<file path="config.mk">
export PLATFORM = sky130hd
export DESIGN_NAME = drive_fault_supervisor
export DESIGN_NICKNAME = d
export VERILOG_FILES = /design/src/logic/drive_fault_supervisor.v
export VERILOG_INCLUDE_DIRS = /design/src /design/src/logic
export SDC_FILE = /design/constraint.sdc
export NUM_CORES = 1
export LEC_CHECK = 0
export ABC_CLOCK_PERIOD_IN_PS = 4630
export BUFFER_PORTS_ARGS = -buffer_cell sky130_fd_sc_hd__buf_2
export CORE_MARGIN = 2
export CORE_UTILIZATION = 60
export DETAILED_ROUTE_END_ITERATION = 10
export PLACE_DENSITY = 0.8
export REMOVE_ABC_BUFFERS = 1
export SLEW_MARGIN = 30
export SYNTH_ARGS = -nofsm -noshare
export SYNTH_HDL_FRONTEND = slang
export SYNTH_SLANG_ARGS = --single-unit
</file>
<file path="constraint.sdc">
create_clock -name clk -period 4.63 [get_ports clk]
set_clock_uncertainty 0.05 [all_clocks]
set_input_delay 0.926 -clock clk [delete_from_list [all_inputs] [get_ports clk]]
set_output_delay 0.926 -clock clk [all_outputs]
set_load 0.005 [all_outputs]
</file>
<file path="src/logic/fault_sup_map.vh">
// Constants for the drive fault supervisor: fault indices, display codes, timing.
// Assumes inclusion by the supervisor module only.
`ifndef FAULT_SUP_MAP_VH
`define FAULT_SUP_MAP_VH

// ----------------------------------------
// Fault indices, highest priority first
// ----------------------------------------
`define F_PUTEST 0
`define F_NVM 1
`define F_DOVT 2
`define F_CFG 3
`define F_PMOD 4
`define F_HBUS 5
`define F_LBUS 6
`define F_ENCST 7
`define F_ENCHW 8
`define F_MOVT 9
`define F_SHUNT 10
`define F_OSPD 11
`define F_FERR 12
`define F_TRAV 13
`define F_ALLON 14
`define NFAULT 15

// ----------------------------------------
// Display codes
// ----------------------------------------
`define DISP_FAULT_BASE 5'h10
`define DISP_DISABLED 5'h01
`define DISP_PULSE 5'h02
`define DISP_VEL 5'h03
`define DISP_TORQ 5'h04
`define DISP_SUM 5'h05
`define DISP_RMS_FB 5'h06
`define DISP_STALL_FB 5'h07
`define DISP_BRAKE 5'h08

// ----------------------------------------
// Operating mode encodings
// ----------------------------------------
`define MODE_PULSE 3'h0
`define MODE_VEL 3'h1
`define MODE_TORQ 3'h2
`define MODE_SUM 3'h3

// ----------------------------------------
// Timing
// ----------------------------------------
`define CLK_HZ 100000000
`define LBUS_DEB_MS 50
`define CFG_HOLD_S 10
`define ALLON_MS 1000
`define FOLDBACK_PCT 80

// ----------------------------------------
// Register offsets and reset values
// ----------------------------------------
`define OFF_STATUS 4'h0
`define OFF_MASK 4'h1
`define OFF_ACTIVE 4'h2
`define OFF_CTRL 4'h3
`define RST_MASK 16'h0000
`define RST_CTRL 8'h00

`endif

</file>
<file path="src/logic/drive_fault_supervisor.v">
// Drive fault supervisor: latches protection faults, picks the display code,
// gates the bridge and motion, tracks position and raises one interrupt.
// Assumes a 100 MHz clock; fault and button pins arrive asynchronously.
`timescale 1ns/1ns
`include "fault_sup_map.vh"

// Function
// - Active fault code overrides status display.
// - Ready dot when enabled and no stop.
// - Motion only while ready.
// - Brake character only if assigned and off.
// - RMS foldback limits torque to 80 percent.
// - Stall foldback limits current 80 percent.
// - Fixed fault priority order.
// - Display only highest active fault.
// - Resettable faults clear on reset request.
// - Power-cycle faults ignore reset requests.
// - Travel limit auto clears, keeps bridge.
// - Position counter tracks during faults.
// - Self-test failure unresettable top fault.
// - Memory check failure raises memory fault.
// - Config fault clears on 10 s hold.
// - All segments lit about 1 s, bridge off.
// - Low bus debounced 50 ms.
module drive_fault_supervisor #(
  parameter VARIANT_STALL = 1,
  parameter LBUS_CYC = (`CLK_HZ / 1000) * `LBUS_DEB_MS,
  parameter CFG_HOLD_CYC = `CLK_HZ * `CFG_HOLD_S,
  parameter ALLON_CYC = (`CLK_HZ / 1000) * `ALLON_MS,
  parameter POS_W = 32
) (
  input wire clk,
  input wire resetn,
  input wire ce,
  input wire selftest_fail,
  input wire nvm_invalid,
  input wire drive_ovt,
  input wire module_seen,
  input wire pmod_flt,
  input wire high_bus,
  input wire low_bus,
  input wire enc_state_err,
  input wire enc_hw_err,
  input wire motor_ovt,
  input wire shunt_ovl,
  input wire overspeed,
  input wire follow_err,
  input wire travel_pos,
  input wire travel_neg,
  input wire reset_button,
  input wire reset_input,
  input wire drive_enable,
  input wire stop_input,
  input wire [2:0] op_mode,
  input wire rms_foldback,
  input wire stall_foldback,
  input wire brake_assigned,
  input wire brake_out_on,
  input wire motion_req,
  input wire enc_step,
  input wire enc_dir,
  input wire [3:0] addr,
  input wire [15:0] wdata,
  input wire wr,
  input wire rd,
  output reg [15:0] rdata,
  output reg [4:0] display_code,
  output reg ready_dot,
  output wire motion_en,
  output reg bridge_disable,
  output reg all_segments,
  output reg limit_80,
  output reg [POS_W-1:0] position,
  output wire irq
);

  // ----------------------------------------
  // Input synchronisers
  // ----------------------------------------
  // Every pin from outside the clock domain passes three flip-flops. The
  // qualified copy follows the third stage while the second and third stages
  // agree and clears while they differ, so a single-cycle glitch on a fault
  // line never reaches the latches. Only the second stage reads the first.
  localparam NIN = 21;
  wire [NIN-1:0] raw_in;
  reg [NIN-1:0] s1_reg;
  reg [NIN-1:0] s2_reg;
  reg [NIN-1:0] s3_reg;
  reg [NIN-1:0] in_reg;
  assign raw_in = {enc_dir, enc_step, brake_out_on, reset_input, reset_button,
                   travel_neg, travel_pos, follow_err, overspeed, shunt_ovl,
                   motor_ovt, enc_hw_err, enc_state_err, low_bus, high_bus,
                   pmod_flt, module_seen, drive_ovt, nvm_invalid, selftest_fail,
                   stop_input};

  always @(posedge clk) begin
    if (!resetn) begin
      s1_reg <= {NIN{1'b0}};
      s2_reg <= {NIN{1'b0}};
      s3_reg <= {NIN{1'b0}};
      in_reg <= {NIN{1'b0}};
    end else if (ce) begin
      s1_reg <= raw_in;
      s2_reg <= s1_reg;
      s3_reg <= s2_reg;
      in_reg <= (in_reg & ~(s2_reg ^ s3_reg)) | (s3_reg & ~(s2_reg ^ s3_reg));
    end
  end

  wire stop_s = in_reg[0];
  wire st_s = in_reg[1];
  wire nvm_s = in_reg[2];
  wire dovt_s = in_reg[3];
  wire mod_s = in_reg[4];
  wire pmod_s = in_reg[5];
  wire hbus_s = in_reg[6];
  wire lbus_s = in_reg[7];
  wire encst_s = in_reg[8];
  wire enchw_s = in_reg[9];
  wire movt_s = in_reg[10];
  wire shunt_s = in_reg[11];
  wire ospd_s = in_reg[12];
  wire ferr_s = in_reg[13];
  wire trav_s = in_reg[14] | in_reg[15];
  wire rbtn_s = in_reg[16];
  wire rin_s = in_reg[17];
  wire brake_on_s = in_reg[18];
  wire step_s = in_reg[19];
  wire dir_s = in_reg[20];

  // ----------------------------------------
  // Power-up sequence and timers
  // ----------------------------------------
  // The lamp test holds the display lit and the bridge off from reset release.
  // The low-bus counter restarts whenever the pin drops, so short dips never trip.
  // The hold counter stops at its end value until the button is released.
  reg allon_reg;
  reg [31:0] allon_cnt_reg;
  reg [31:0] lbus_cnt_reg;
  reg [31:0] hold_cnt_reg;
  reg rbtn_d_reg;
  reg rin_d_reg;
  wire lbus_trip = (lbus_cnt_reg == LBUS_CYC[31:0] - 32'h1) & lbus_s;
  wire hold_done = (hold_cnt_reg == CFG_HOLD_CYC[31:0] - 32'h1) & rbtn_s;
  // A reset request is the rising edge of either the button or the input line.
  wire rst_req = (rbtn_s & ~rbtn_d_reg) | (rin_s & ~rin_d_reg);

  always @(posedge clk) begin
    if (!resetn) begin
      allon_reg <= 1'b1;
      allon_cnt_reg <= 32'h0;
      lbus_cnt_reg <= 32'h0;
      hold_cnt_reg <= 32'h0;
      rbtn_d_reg <= 1'b0;
      rin_d_reg <= 1'b0;
    end else if (ce) begin
      rbtn_d_reg <= rbtn_s;
      rin_d_reg <= rin_s;
      if (allon_reg) begin
        if (allon_cnt_reg == ALLON_CYC[31:0] - 32'h1)
          allon_reg <= 1'b0;
        else
          allon_cnt_reg <= allon_cnt_reg + 32'h1;
      end
      if (!lbus_s || lbus_trip)
        lbus_cnt_reg <= 32'h0;
      else
        lbus_cnt_reg <= lbus_cnt_reg + 32'h1;
      if (!rbtn_s)
        hold_cnt_reg <= 32'h0;
      else if (!hold_done)
        hold_cnt_reg <= hold_cnt_reg + 32'h1;
    end
  end

  // ----------------------------------------
  // Fault latches
  // ----------------------------------------
  // A latch is set while its detector is high and a clear in the same cycle
  // loses, so a fault whose detector stays high survives every reset request.
  // Motor overtemp clears only once its source has gone, that is after cooling.
  reg [`NFAULT-1:0] fault_reg;
  reg [`NFAULT-1:0] det;
  reg [`NFAULT-1:0] clr;
  always @* begin
    det = {`NFAULT{1'b0}};
    det[`F_PUTEST] = st_s;
    det[`F_NVM] = nvm_s;
    det[`F_DOVT] = dovt_s;
    det[`F_CFG] = mod_s;
    det[`F_PMOD] = pmod_s;
    det[`F_HBUS] = hbus_s;
    det[`F_LBUS] = lbus_trip;
    det[`F_ENCST] = encst_s;
    det[`F_ENCHW] = enchw_s;
    det[`F_MOVT] = movt_s;
    det[`F_SHUNT] = shunt_s;
    det[`F_OSPD] = ospd_s;
    det[`F_FERR] = ferr_s;
    det[`F_TRAV] = trav_s;
    det[`F_ALLON] = allon_reg;
    clr = {`NFAULT{1'b0}};
    clr[`F_NVM] = rst_req;
    clr[`F_HBUS] = rst_req;
    clr[`F_LBUS] = rst_req;
    clr[`F_MOVT] = rst_req & ~movt_s;
    clr[`F_SHUNT] = rst_req;
    clr[`F_OSPD] = rst_req;
    clr[`F_FERR] = rst_req;
    // The power module fault is resettable on the variant with stall foldback
    // and needs a power cycle on the other one.
    // power cycle only on the variant without stall foldback
    clr[`F_PMOD] = (VARIANT_STALL != 0) & rst_req;
    clr[`F_CFG] = hold_done;
    clr[`F_TRAV] = ~trav_s;
    clr[`F_ALLON] = ~allon_reg;
  end

  always @(posedge clk) begin
    if (!resetn)
      fault_reg <= {`NFAULT{1'b0}};
    else if (ce)
      fault_reg <= det | (fault_reg & ~clr);
  end

  // ----------------------------------------
  // Priority select and display
  // ----------------------------------------
  // The lamp-test request joins the latched faults here, so the display and
  // the bridge follow it from the first cycle after reset instead of one
  // cycle later, when its latch has caught up.
  wire [`NFAULT-1:0] flt_view;
  reg [3:0] top_idx;
  integer i;
  assign flt_view = fault_reg | ({{(`NFAULT-1){1'b0}}, allon_reg} << `F_ALLON);
  // The loop runs from the lowest priority upwards, so the last hit wins.
  // priority order
  always @* begin
    top_idx = 4'hf;
    for (i = `NFAULT - 1; i >= 0; i = i - 1)
      if (flt_view[i])
        top_idx = i[3:0];
  end

  wire any_fault = |flt_view;
  wire ready = drive_enable & ~stop_s & ~bridge_disable;
  wire stall_fb = (VARIANT_STALL != 0) & stall_foldback;

  always @(posedge clk) begin
    if (!resetn) begin
      display_code <= `DISP_DISABLED;
      ready_dot <= 1'b0;
      bridge_disable <= 1'b1;
      all_segments <= 1'b1;
      limit_80 <= 1'b0;
    end else if (ce) begin
      bridge_disable <= |(flt_view & ~({{(`NFAULT-1){1'b0}}, 1'b1} << `F_TRAV));
      all_segments <= allon_reg;
      // The dot shows enable and stop alone; the motion gate also needs the
      // bridge on.
      // ready dot
      ready_dot <= drive_enable & ~stop_s;
      limit_80 <= rms_foldback | stall_fb;
      if (any_fault)
        display_code <= `DISP_FAULT_BASE | {1'b0, top_idx};
      else if (rms_foldback)
        display_code <= `DISP_RMS_FB;
      else if (stall_fb)
        display_code <= `DISP_STALL_FB;
      else if (brake_assigned && !brake_on_s)
        display_code <= `DISP_BRAKE;
      else if (!drive_enable)
        display_code <= `DISP_DISABLED;
      else begin
        case (op_mode)
          `MODE_PULSE: display_code <= `DISP_PULSE;
          `MODE_VEL: display_code <= `DISP_VEL;
          `MODE_TORQ: display_code <= `DISP_TORQ;
          `MODE_SUM: display_code <= `DISP_SUM;
          default: display_code <= `DISP_DISABLED;
        endcase
      end
    end
  end

  // Motion requests pass only while the drive is enabled, no stop is present
  // and the bridge is on.
  // motion gate
  assign motion_en = motion_req & ready;

  // ----------------------------------------
  // Position tracking
  // ----------------------------------------
  // Step edges are counted whatever the fault state, so the position stays
  // true while the bridge is off.
  reg step_d_reg;
  always @(posedge clk) begin
    if (!resetn) begin
      position <= {POS_W{1'b0}};
      step_d_reg <= 1'b0;
    end else if (ce) begin
      step_d_reg <= step_s;
      if (step_s && !step_d_reg)
        position <= dir_s ? position - {{(POS_W-1){1'b0}}, 1'b1}
                          : position + {{(POS_W-1){1'b0}}, 1'b1};
    end
  end

  // ----------------------------------------
  // Registers and interrupt
  // ----------------------------------------
  // Status bit i records a rising edge of fault i and is cleared by writing
  // a one; an event in the same cycle as the clear wins. Read data stand for
  // one cycle after the strobe and are zero otherwise.
  reg [15:0] status_reg;
  reg [15:0] mask_reg;
  reg [7:0] ctrl_reg;
  reg [`NFAULT-1:0] fault_d_reg;
  wire [15:0] new_ev = {1'b0, fault_reg & ~fault_d_reg};

  always @(posedge clk) begin
    if (!resetn) begin
      status_reg <= 16'h0000;
      mask_reg <= `RST_MASK;
      ctrl_reg <= `RST_CTRL;
      fault_d_reg <= {`NFAULT{1'b0}};
      rdata <= 16'h0000;
    end else if (ce) begin
      fault_d_reg <= fault_reg;
      if (wr && addr == `OFF_STATUS)
        status_reg <= (status_reg & ~wdata) | new_ev;
      else
        status_reg <= status_reg | new_ev;
      if (wr && addr == `OFF_MASK)
        mask_reg <= wdata;
      if (wr && addr == `OFF_CTRL)
        ctrl_reg <= wdata[7:0];
      if (rd) begin
        case (addr)
          `OFF_STATUS: rdata <= status_reg;
          `OFF_MASK: rdata <= mask_reg;
          `OFF_ACTIVE: rdata <= {1'b0, fault_reg};
          `OFF_CTRL: rdata <= {8'h00, ctrl_reg};
          default: rdata <= 16'h0000;
        endcase
      end else
        rdata <= 16'h0000;
    end
  end

  // The interrupt is a level, high while any unmasked status bit is set.
  assign irq = |(status_reg & mask_reg);

endmodule // drive_fault_supervisor

</file>
# After elaboration in Yosys (flattened, before gate mapping)

Index checks and enable logic that the tools add are counted.

$add $sub $neg: 5
Equality and inequality tests: 10
Multiplexer cells: 30
Bitwise gates (word level): 35
Reductions and logical operators: 19

Operators by type and width:

| operator                                                                 | count |
|---|---|
| 32-bit by 1-bit adder with 32-bit output (second input constant)         | 4 |
| 32-bit two-way mux                                                       | 4 |
| 4-bit two-way mux                                                        | 17 |
| 16-bit one-hot mux with 4 select lines                                   | 1 |
| 21-bit AND                                                               | 2 |
| 16-bit AND                                                               | 2 |
| 32-bit by 23-bit equality test with 1-bit output (second input constant) | 1 |
| 32-bit by 27-bit equality test with 1-bit output (second input constant) | 1 |
| 32-bit by 30-bit equality test with 1-bit output (second input constant) | 1 |
| 16-bit two-way mux                                                       | 2 |
| 16-bit by 15-bit OR with 16-bit output                                   | 2 |
| 32-bit by 1-bit subtractor with 32-bit output (second input constant)    | 1 |
| 15-bit AND                                                               | 2 |
| 15-bit inverter                                                          | 2 |
| 15-bit OR                                                                | 2 |
| 21-bit inverter                                                          | 1 |
| 21-bit OR                                                                | 1 |
| 21-bit bitwise XOR                                                       | 1 |
| 16-bit inverter                                                          | 1 |
| 16-bit OR reduction                                                      | 1 |
| 15-bit OR reduction                                                      | 1 |
| 14-bit OR reduction                                                      | 1 |
| 3-bit one-hot mux with 4 select lines                                    | 1 |
| 1-bit AND                                                                | 8 |
| other kinds (17)                                                         | 39 |

Bits in registers: 311
Output and inout port bits: 59
Word-level logic and storage cells: 122

# Logic depth before layout (Yosys ltp)

Gate-level depths: netlist of run 1.

Depth after elaboration: 17
Gate-level depth with buffers: 11
Mapped depth without buffers: 11

# Worst setup path before layout of run 1

No wires, ideal clock.

Path kind: register to register
Start point: register in_reg[20]
End point: register position[28]
Setup time: 0.076 ns
Arrival: 3.067 ns
Slack: 1.438 ns
Cell stages (with the launch flop): 11
Path buffers: 0
Period minus slack after synthesis: 3.192 ns
Cell sequence: dfxtp_1 ha_1 a21o_1 a21o_1 a2111oi_2 o21bai_1 nor3_2 o21ai_1 o21ai_1 mux2_2 o22ai_1

Cells in the longest elaborated chain, start to end: 1

RTL lines:

| what                   | RTL line                     | source |
|---|---|---|
| start, declared        | drive_fault_supervisor.v:89  | `reg [NIN-1:0] in_reg;` |
| start signal, assigned | drive_fault_supervisor.v:101 | `in_reg <= {NIN{1'b0}};` |
| start signal, assigned | drive_fault_supervisor.v:106 | `in_reg <= (in_reg & ~(s2_reg ^ s3_reg)) \| (s3_reg & ~(s2_reg ^ s3_reg));` |
| 32-bit two-way mux     | drive_fault_supervisor.v:304 | `position <= dir_s ? position - {{(POS_W-1){1'b0}}, 1'b1}` |
| end signal, assigned   | drive_fault_supervisor.v:299 | `position <= {POS_W{1'b0}};` |
| end signal, assigned   | drive_fault_supervisor.v:304 |  |
| end, declared          | drive_fault_supervisor.v:73  | `output reg [POS_W-1:0] position,` |

Every way passes these cells.
A chain may end at the register's enable or synchronous reset.

# Worst setup path after layout of run 1

Start point: register in_reg[20]
End point: register position[16]

Same word-level chain as after synthesis.

==> metrics, run 1 <==
status=finished clean; Tmin final=3.48 ns; power per cell area=343 nW/um2; Design Power=5480 uW; largest family of logic cells by synthesized area=simple AND/OR/NAND/NOR gates; Combinational Power Share=0.040; Initial Util=0.607; Area Overhead vs Synth=13.0%; GR Util All Layers=0.247; Hold Buf Count CTS=0; xor and xnor area share after synthesis=0.0676; share of cells above drive strength 1=0.115; switching power=1200 uW; Ports=113; HP Class=flop to flop; Internal=4280 uW; Seq/Total Area, Yosys=0.441; total CTS buffers=31; clk root buf=clkbuf_16; unrepaired setup endpoints after global routing=false; routed wire length=about 31000 um; max frequency=between 0.2 and 0.3 GHz; post-DP HPWL=20500 um; H-tree depth=1; #FFs+latches synth=311; Post-synth EDFFs=0; Worst slew margin=0.384; Switching Share=0.220; initial antenna violation count=1; Synth Area in Adders=0.0493; Pleak=around 0.0065 uW; final hold violations=0; CP peak stage delay=0.69 ns; I/O Buffers=112; largest net degree at the start of global routing=122; Final setup viols=0; critical path endpoint category=flop; MaxCap Viol Count=0; commonest non-fill, non-tap cell in the layout=dfxtp_1; period utilization=0.752; Setup Crit Path Kind=flop to flop; Final Util=0.686; CTS resizes=0; WL/cell=about 15 um; fin area=around 16000 um2; arrival time worst endpoint=3.84 ns; clock latency on the worst-skew pair=0.56 ns; TritonCTS clock tree=yes; Post-Syn Instances=roughly 1600; ANT nets after route=0; # nets final=around 1800; CP max stage cell=dfxtp_1; Reg power frac=0.499; clk slew on worst S/H paths=~0.06 ns; Mapped Avg Cell Area=between 8 and 9 um2; setup repair bufs after CTS=0; Clock power frac=0.461; Post-synth ARST share=0; Die Area=24800 um2; first-pass GRT wire length=51100 um; vias per cell=~5.7; Main synth FF type=dfxtp_1; number of fill cells in the layout=1848; Bufs on Longest Clock Path=3; Post-DP Area=between 10000 and 15000 um2; Compound-Gate Fraction of Synth Area=0.127; # DRC=0; die height=157 um; row count=56; vias in the first global route=10700; Worst-Margin Slew=~0.9 ns; synth warn=0; Sink Count=311; Critical Path Start Type=flop; post-synthesis simple-gate area fraction=0.218; worst-path maximum fanout=16; crit path cell chain=buf_4, inv_1, fa_1, nor2b_1, o21ai_0, a21boi_1, o211ai_1, o21a_1, o21ai_1, a31oi_1, mux2i_1, a21oi_1; die width=157 um; routed via count=11800; drt first pass iters=6; Worst EP required=4.99 ns; Syn Std Cell Area=14100 um2; Iteration-0 DRC Markers=1044; gr ovfl total=0; Max Slew Vio Count=0; most frequent cells in the layout=dfxtp_1 (311), nor2_1 (301), nand2_1 (167); routability cong.=~0.82; Worst VDD drop=between 200 and 300 uV; post-synthesis mux area share=0.0667; final setup TNS=0 ns; hold slack final=between 0.4 and 0.5 ns; synth unique cells=73; Core ar.=23300 um2
==> Yosys cell counts, drive strengths merged, types with 16 or more instances <==
| cell | instances | area, um2 |
|---|---|---|
| clkbuf | 61 | 229 |
| xor2 | 71 | 622 |
| xnor2 | 38 | 333 |
| a32oi | 16 | 140 |
| a21oi | 103 | 515 |
| nand4 | 22 | 153 |
| a22oi | 45 | 338 |
| nor2 | 302 | 1140 |
| ha | 54 | 676 |
| inv | 36 | 135 |
| o21ai | 35 | 175 |
| and3 | 30 | 193 |
| nand3 | 49 | 250 |
| nand2 | 169 | 637 |
| nor3 | 20 | 126 |
| mux2i | 93 | 931 |
| dfxtp | 311 | 6230 |
==> critical path, delay by kind of cell (launching register included) <==
| kind | cells | cell delay, ns |
|---|---|---|
| and+or+nand+nor | 1 | 0.19 |
| AOI/OAI and AO/OA | 7 | 1.44 |
| buffers and inverters | 2 | 0.36 |
| muxes | 1 | 0.21 |
| adders and majority gates | 1 | 0.39 |
| DFF | 1 | 0.69 |
==> per-layer routing <==
layer | wire, um | global-route usage | part of all wire | vias to the layer above
li1 | - | - | - | 5820
met1 | 14400 | 0.342 | 0.46 | 5565
met2 | 14500 | 0.405 | 0.47 | 327
met3 | 1720 | 0.0325 | 0.055 | 48
met4 | 555 | 0.0675 | 0.018 | 0
met5 | 0 | 0 | 0 | -
==> cells by family after synthesis <==
logic type	after synthesis
buffers and inverters	111
adders and majority gates	55
and+or+nand+nor	668
xor gates and xnor gates	109
DFF	311
muxes	94
AOI/OAI and AO/OA	274
==> power groups by stage <==
stage	Sequential [uW]	Clock [uW]	Combinational, uW
global placement	2790	0	213
detailed placement	2790	0	218
CTS	2730	2560	220
finish	2730	2530	221
floorplan	2790	0	111
global route	2740	2660	242
==> worst paths after layout <==
check,slack (ns),depth (start not counted),from,to
setup / recovery,1.15,12,in_reg[20]$_SDFFE_PN0P_,position[16]$_SDFFE_PN0P_
hold / removal,0.41,2,status_reg[15]$_SDFFE_PN0P_,status_reg[15]$_SDFFE_PN0P_
setup reg to reg,1.15,12,in_reg[20]$_SDFFE_PN0P_,position[16]$_SDFFE_PN0P_
hold reg to reg,0.41,2,status_reg[15]$_SDFFE_PN0P_,status_reg[15]$_SDFFE_PN0P_
==> through the flow <==
stage | std cells | worst slack (ns)
finish | 2047 | 1.15
global route | 2047 | 0.789
CTS | 2046 | 1.16
detailed placement | 1990 | 1.22
global placement | 1990 | 1.33
floorplan | 1547 | 1.40
==> layout make-up <==
cell class | count | area [um2] | share of cell area
Antenna cell | 1 | 2.50 | 0.000157
Clock inverter | 9 | 113 | 0.00706
Sequential cell | 311 | 6230 | 0.390
Inverter | 36 | 140 | 0.00878
Timing Repair Buffer | 124 | 669 | 0.0420
Multi-Input combinational cell | 1200 | 7480 | 0.469
Tap cell | 319 | 399 | 0.0250
Clock buffer | 47 | 926 | 0.0580
(Power assumes the default switching activity.)
==> run 2, diff against run 1 <==
Settings changed: ABC_CLOCK_PERIOD_IN_PS 4630 to 3100, CORE_UTILIZATION 60 to 54, PLACE_DENSITY 0.8 to 0.76.
Clock period 4.63 ns to 3.1 ns, I/O delays scaled along.
==> metrics, run 2 (same netlist as run 1, synthesis figures left out) <==
Final Util=0.629 (-0.0565); dpl cells=2021 (+1.6%); final hold violations=0 (unchanged); post-route insts no fill=2084 (+1.8%); power per cell area=521 nW/um2 (+52%); Clock power frac=0.478 (+0.017); Final setup viols=0 (unchanged); Post-DP Area=15100 um2 (+1.1%); Max Slew Vio Count=0 (unchanged); Worst slew margin=0.464 (+0.0796); Bufs on Longest Clock Path=3 (unchanged); worst-path maximum fanout=20 (+4); ANT nets after route=0 (unchanged); largest net degree at the start of global routing=86 (-30%); I/O Buffers=112 (unchanged); HP Class=input port to flop; Core ar.=25800 um2 (+11%); initial antenna violation count=1 (unchanged); worst r2r path cells=11 (-1); Combinational Power Share=0.040 (about the same); fin area=16300 um2 (+1.9%); Internal=6610 uW (+55%); vias per cell=5.63 (-2.0%); gr ovfl total=0 (unchanged); Iteration-0 DRC Markers=878 (-16%); r2r setup slk=0.1 ns (-1.05 ns); routed via count=11700 (-0.25%); max frequency=0.333 GHz (+16%); post-DP HPWL=21300 um (+4.0%); Setup Crit Path Kind=flop to flop; Sink Count=311 (unchanged); CP max stage cell=dfxtp_1; CP peak stage delay=0.38 ns (-0.31 ns); clk slew on worst S/H paths=0.06 ns (about the same); Area Overhead vs Synth=15.1%; vias in the first global route=11100 (+3.4%); number of fill cells in the layout=2173 (+18%); WL/cell=15.3 um (about the same); Critical Path Start Type=flop; number of cells on the critical path=11 (-1); drt first pass iters=8 (+2); clock latency on the worst-skew pair=0.52 ns (-0.04 ns); Placement Setup Slack=0.0844 ns (-1.13 ns); total CTS buffers=34 (+9.7%); most frequent cells in the layout=dfxtp_1 (311), nor2_1 (301), nand2_1 (168); worst r2r dst=position[28]$_SDFFE_PN0P_; commonest non-fill, non-tap cell in the layout=dfxtp_1; GR Util All Layers=0.226 (-0.0211); Worst VDD drop=520 uV (+79%); arrival time worst endpoint=3.39 ns (-0.45 ns); PnR worst setup slack=0.0969 ns (-1.05 ns); Reg power frac=0.482 (-0.017); # DRC=0 (unchanged); status=finished clean; row count=59 (+5.4%); Worst EP required=3.49 ns (-1.50 ns); TritonCTS clock tree=yes; Worst-Margin Slew=0.804 ns (-0.117 ns); Critical Path Source=in_reg[20]$_SDFFE_PN0P_; period utilization=0.969 (+0.217); # nets final=1833 (+1.1%); first-pass GRT wire length=53100 um (+4.0%); die height=166 um (+5.3%); critical path endpoint category=flop; MaxCap Viol Count=0 (unchanged); Die Area=27500 um2 (+11%); Switching Share=0.220 (+0.000242); Tmin final=3.00 ns (-0.477 ns); H-tree depth=2 (+1); hold slack final=0.241 ns (-0.168 ns); Ports=113 (unchanged); routability cong.=0.857 (+4.1%); switching power=1860 uW (+55%); CP bufs+invs=1 (-1); clk root buf=clkbuf_16; routed wire length=31800 um (+1.9%); Top cell by count, worst path=a21o_1; delay-heaviest family, CP=compound AO/OA/AOI/OAI gates; share of cells above drive strength 1=0.129 (+0.0141); Initial Util=0.547 (-0.0605); Pleak=0.00668 uW (+2.2%); RR Startpoint=in_reg[20]$_SDFFE_PN0P_; Setup crit end=position[28]$_SDFFE_PN0P_; crit path cell chain=buf_12, ha_2, a21o_1, a21o_1, a2111oi_4, o21bai_1, nor3_2, o21ai_2, o21ai_1, mux2_2, o22ai_1; die width=166 um (+5.3%)
run 2: cell count changes in the layout (fill, tap and decap cells not counted), moves of 2 or more:
cell       previous run  this run
clkbuf_1              7         4
clkinv_2              5         7
buf_4                11        26
clkinv_8              0         2
clkbuf_16            31        35
buf_12                1         3
run 2: power by group through the flow:
stage	combinational [uW]	sequential [uW]	clock [uW]
2_1_floorplan	165	4160	0
3_3_place_gp	333	4170	0
3_5_place_dp	339	4170	0
5_1_grt	378	4090	4300
6_report	342	4080	4050
4_1_cts	342	4080	4140
run 2: stage by stage:
step	total power, uW	TNS (ns)
6_report	8470	0
3_5_place_dp	4510	0
2_1_floorplan	4330	-0.166
4_1_cts	8560	0
3_3_place_gp	4500	0
5_1_grt	8760	-0.0211
run 2: area by class of cell:
class                   instances  area [um2]  area share
multi-input cells            1200        7500       0.461
flip-flops and latches        311        6230       0.383
clock buffers                  47        1000      0.0616
repair buffers                141         825      0.0507
well taps                     335         419      0.0258
clock inverters                13         144     0.00885
inverters                      36         140     0.00862
diodes                          1        2.50    0.000154
run 2: layer usage:
layer  GRT usage  wire [um]
met5           0         11
met1       0.308      14700
met2       0.371      14800
met3      0.0351       1570
met4      0.0681        712
run 2: timing repair:
item / in CTS / in global routing
setup buffers: 0 / 2
endpoints found under the setup margin: 0 / 5
hold buffers: 0 / 0
resized for setup: 0 / 6
run 2: worst register-to-register path, delay by kind of cell, from the launching register on:
family / cells / cell delay (ns)
flops: 1 / 0.38
fa+ha+maj: 1 / 0.33
buf+inv: 1 / 0.18
compound gates: 7 / 1.36
mux: 1 / 0.34
simple gates: 1 / 0.29
run 2: worst min-delay path by stage:
stage	start	to	slack, ns	cells after the start
5_1_grt	wdata[15]	status_reg[15]$_SDFFE_PN0P_	0.25	2
4_1_cts	wdata[15]	status_reg[15]$_SDFFE_PN0P_	0.22	2
3_3_place_gp	status_reg[15]$_SDFFE_PN0P_	status_reg[15]$_SDFFE_PN0P_	0.39	2
2_1_floorplan	status_reg[15]$_SDFFE_PN0P_	status_reg[15]$_SDFFE_PN0P_	0.38	2
6_report	wdata[15]	status_reg[15]$_SDFFE_PN0P_	0.24	2
3_5_place_dp	status_reg[15]$_SDFFE_PN0P_	status_reg[15]$_SDFFE_PN0P_	0.40	2
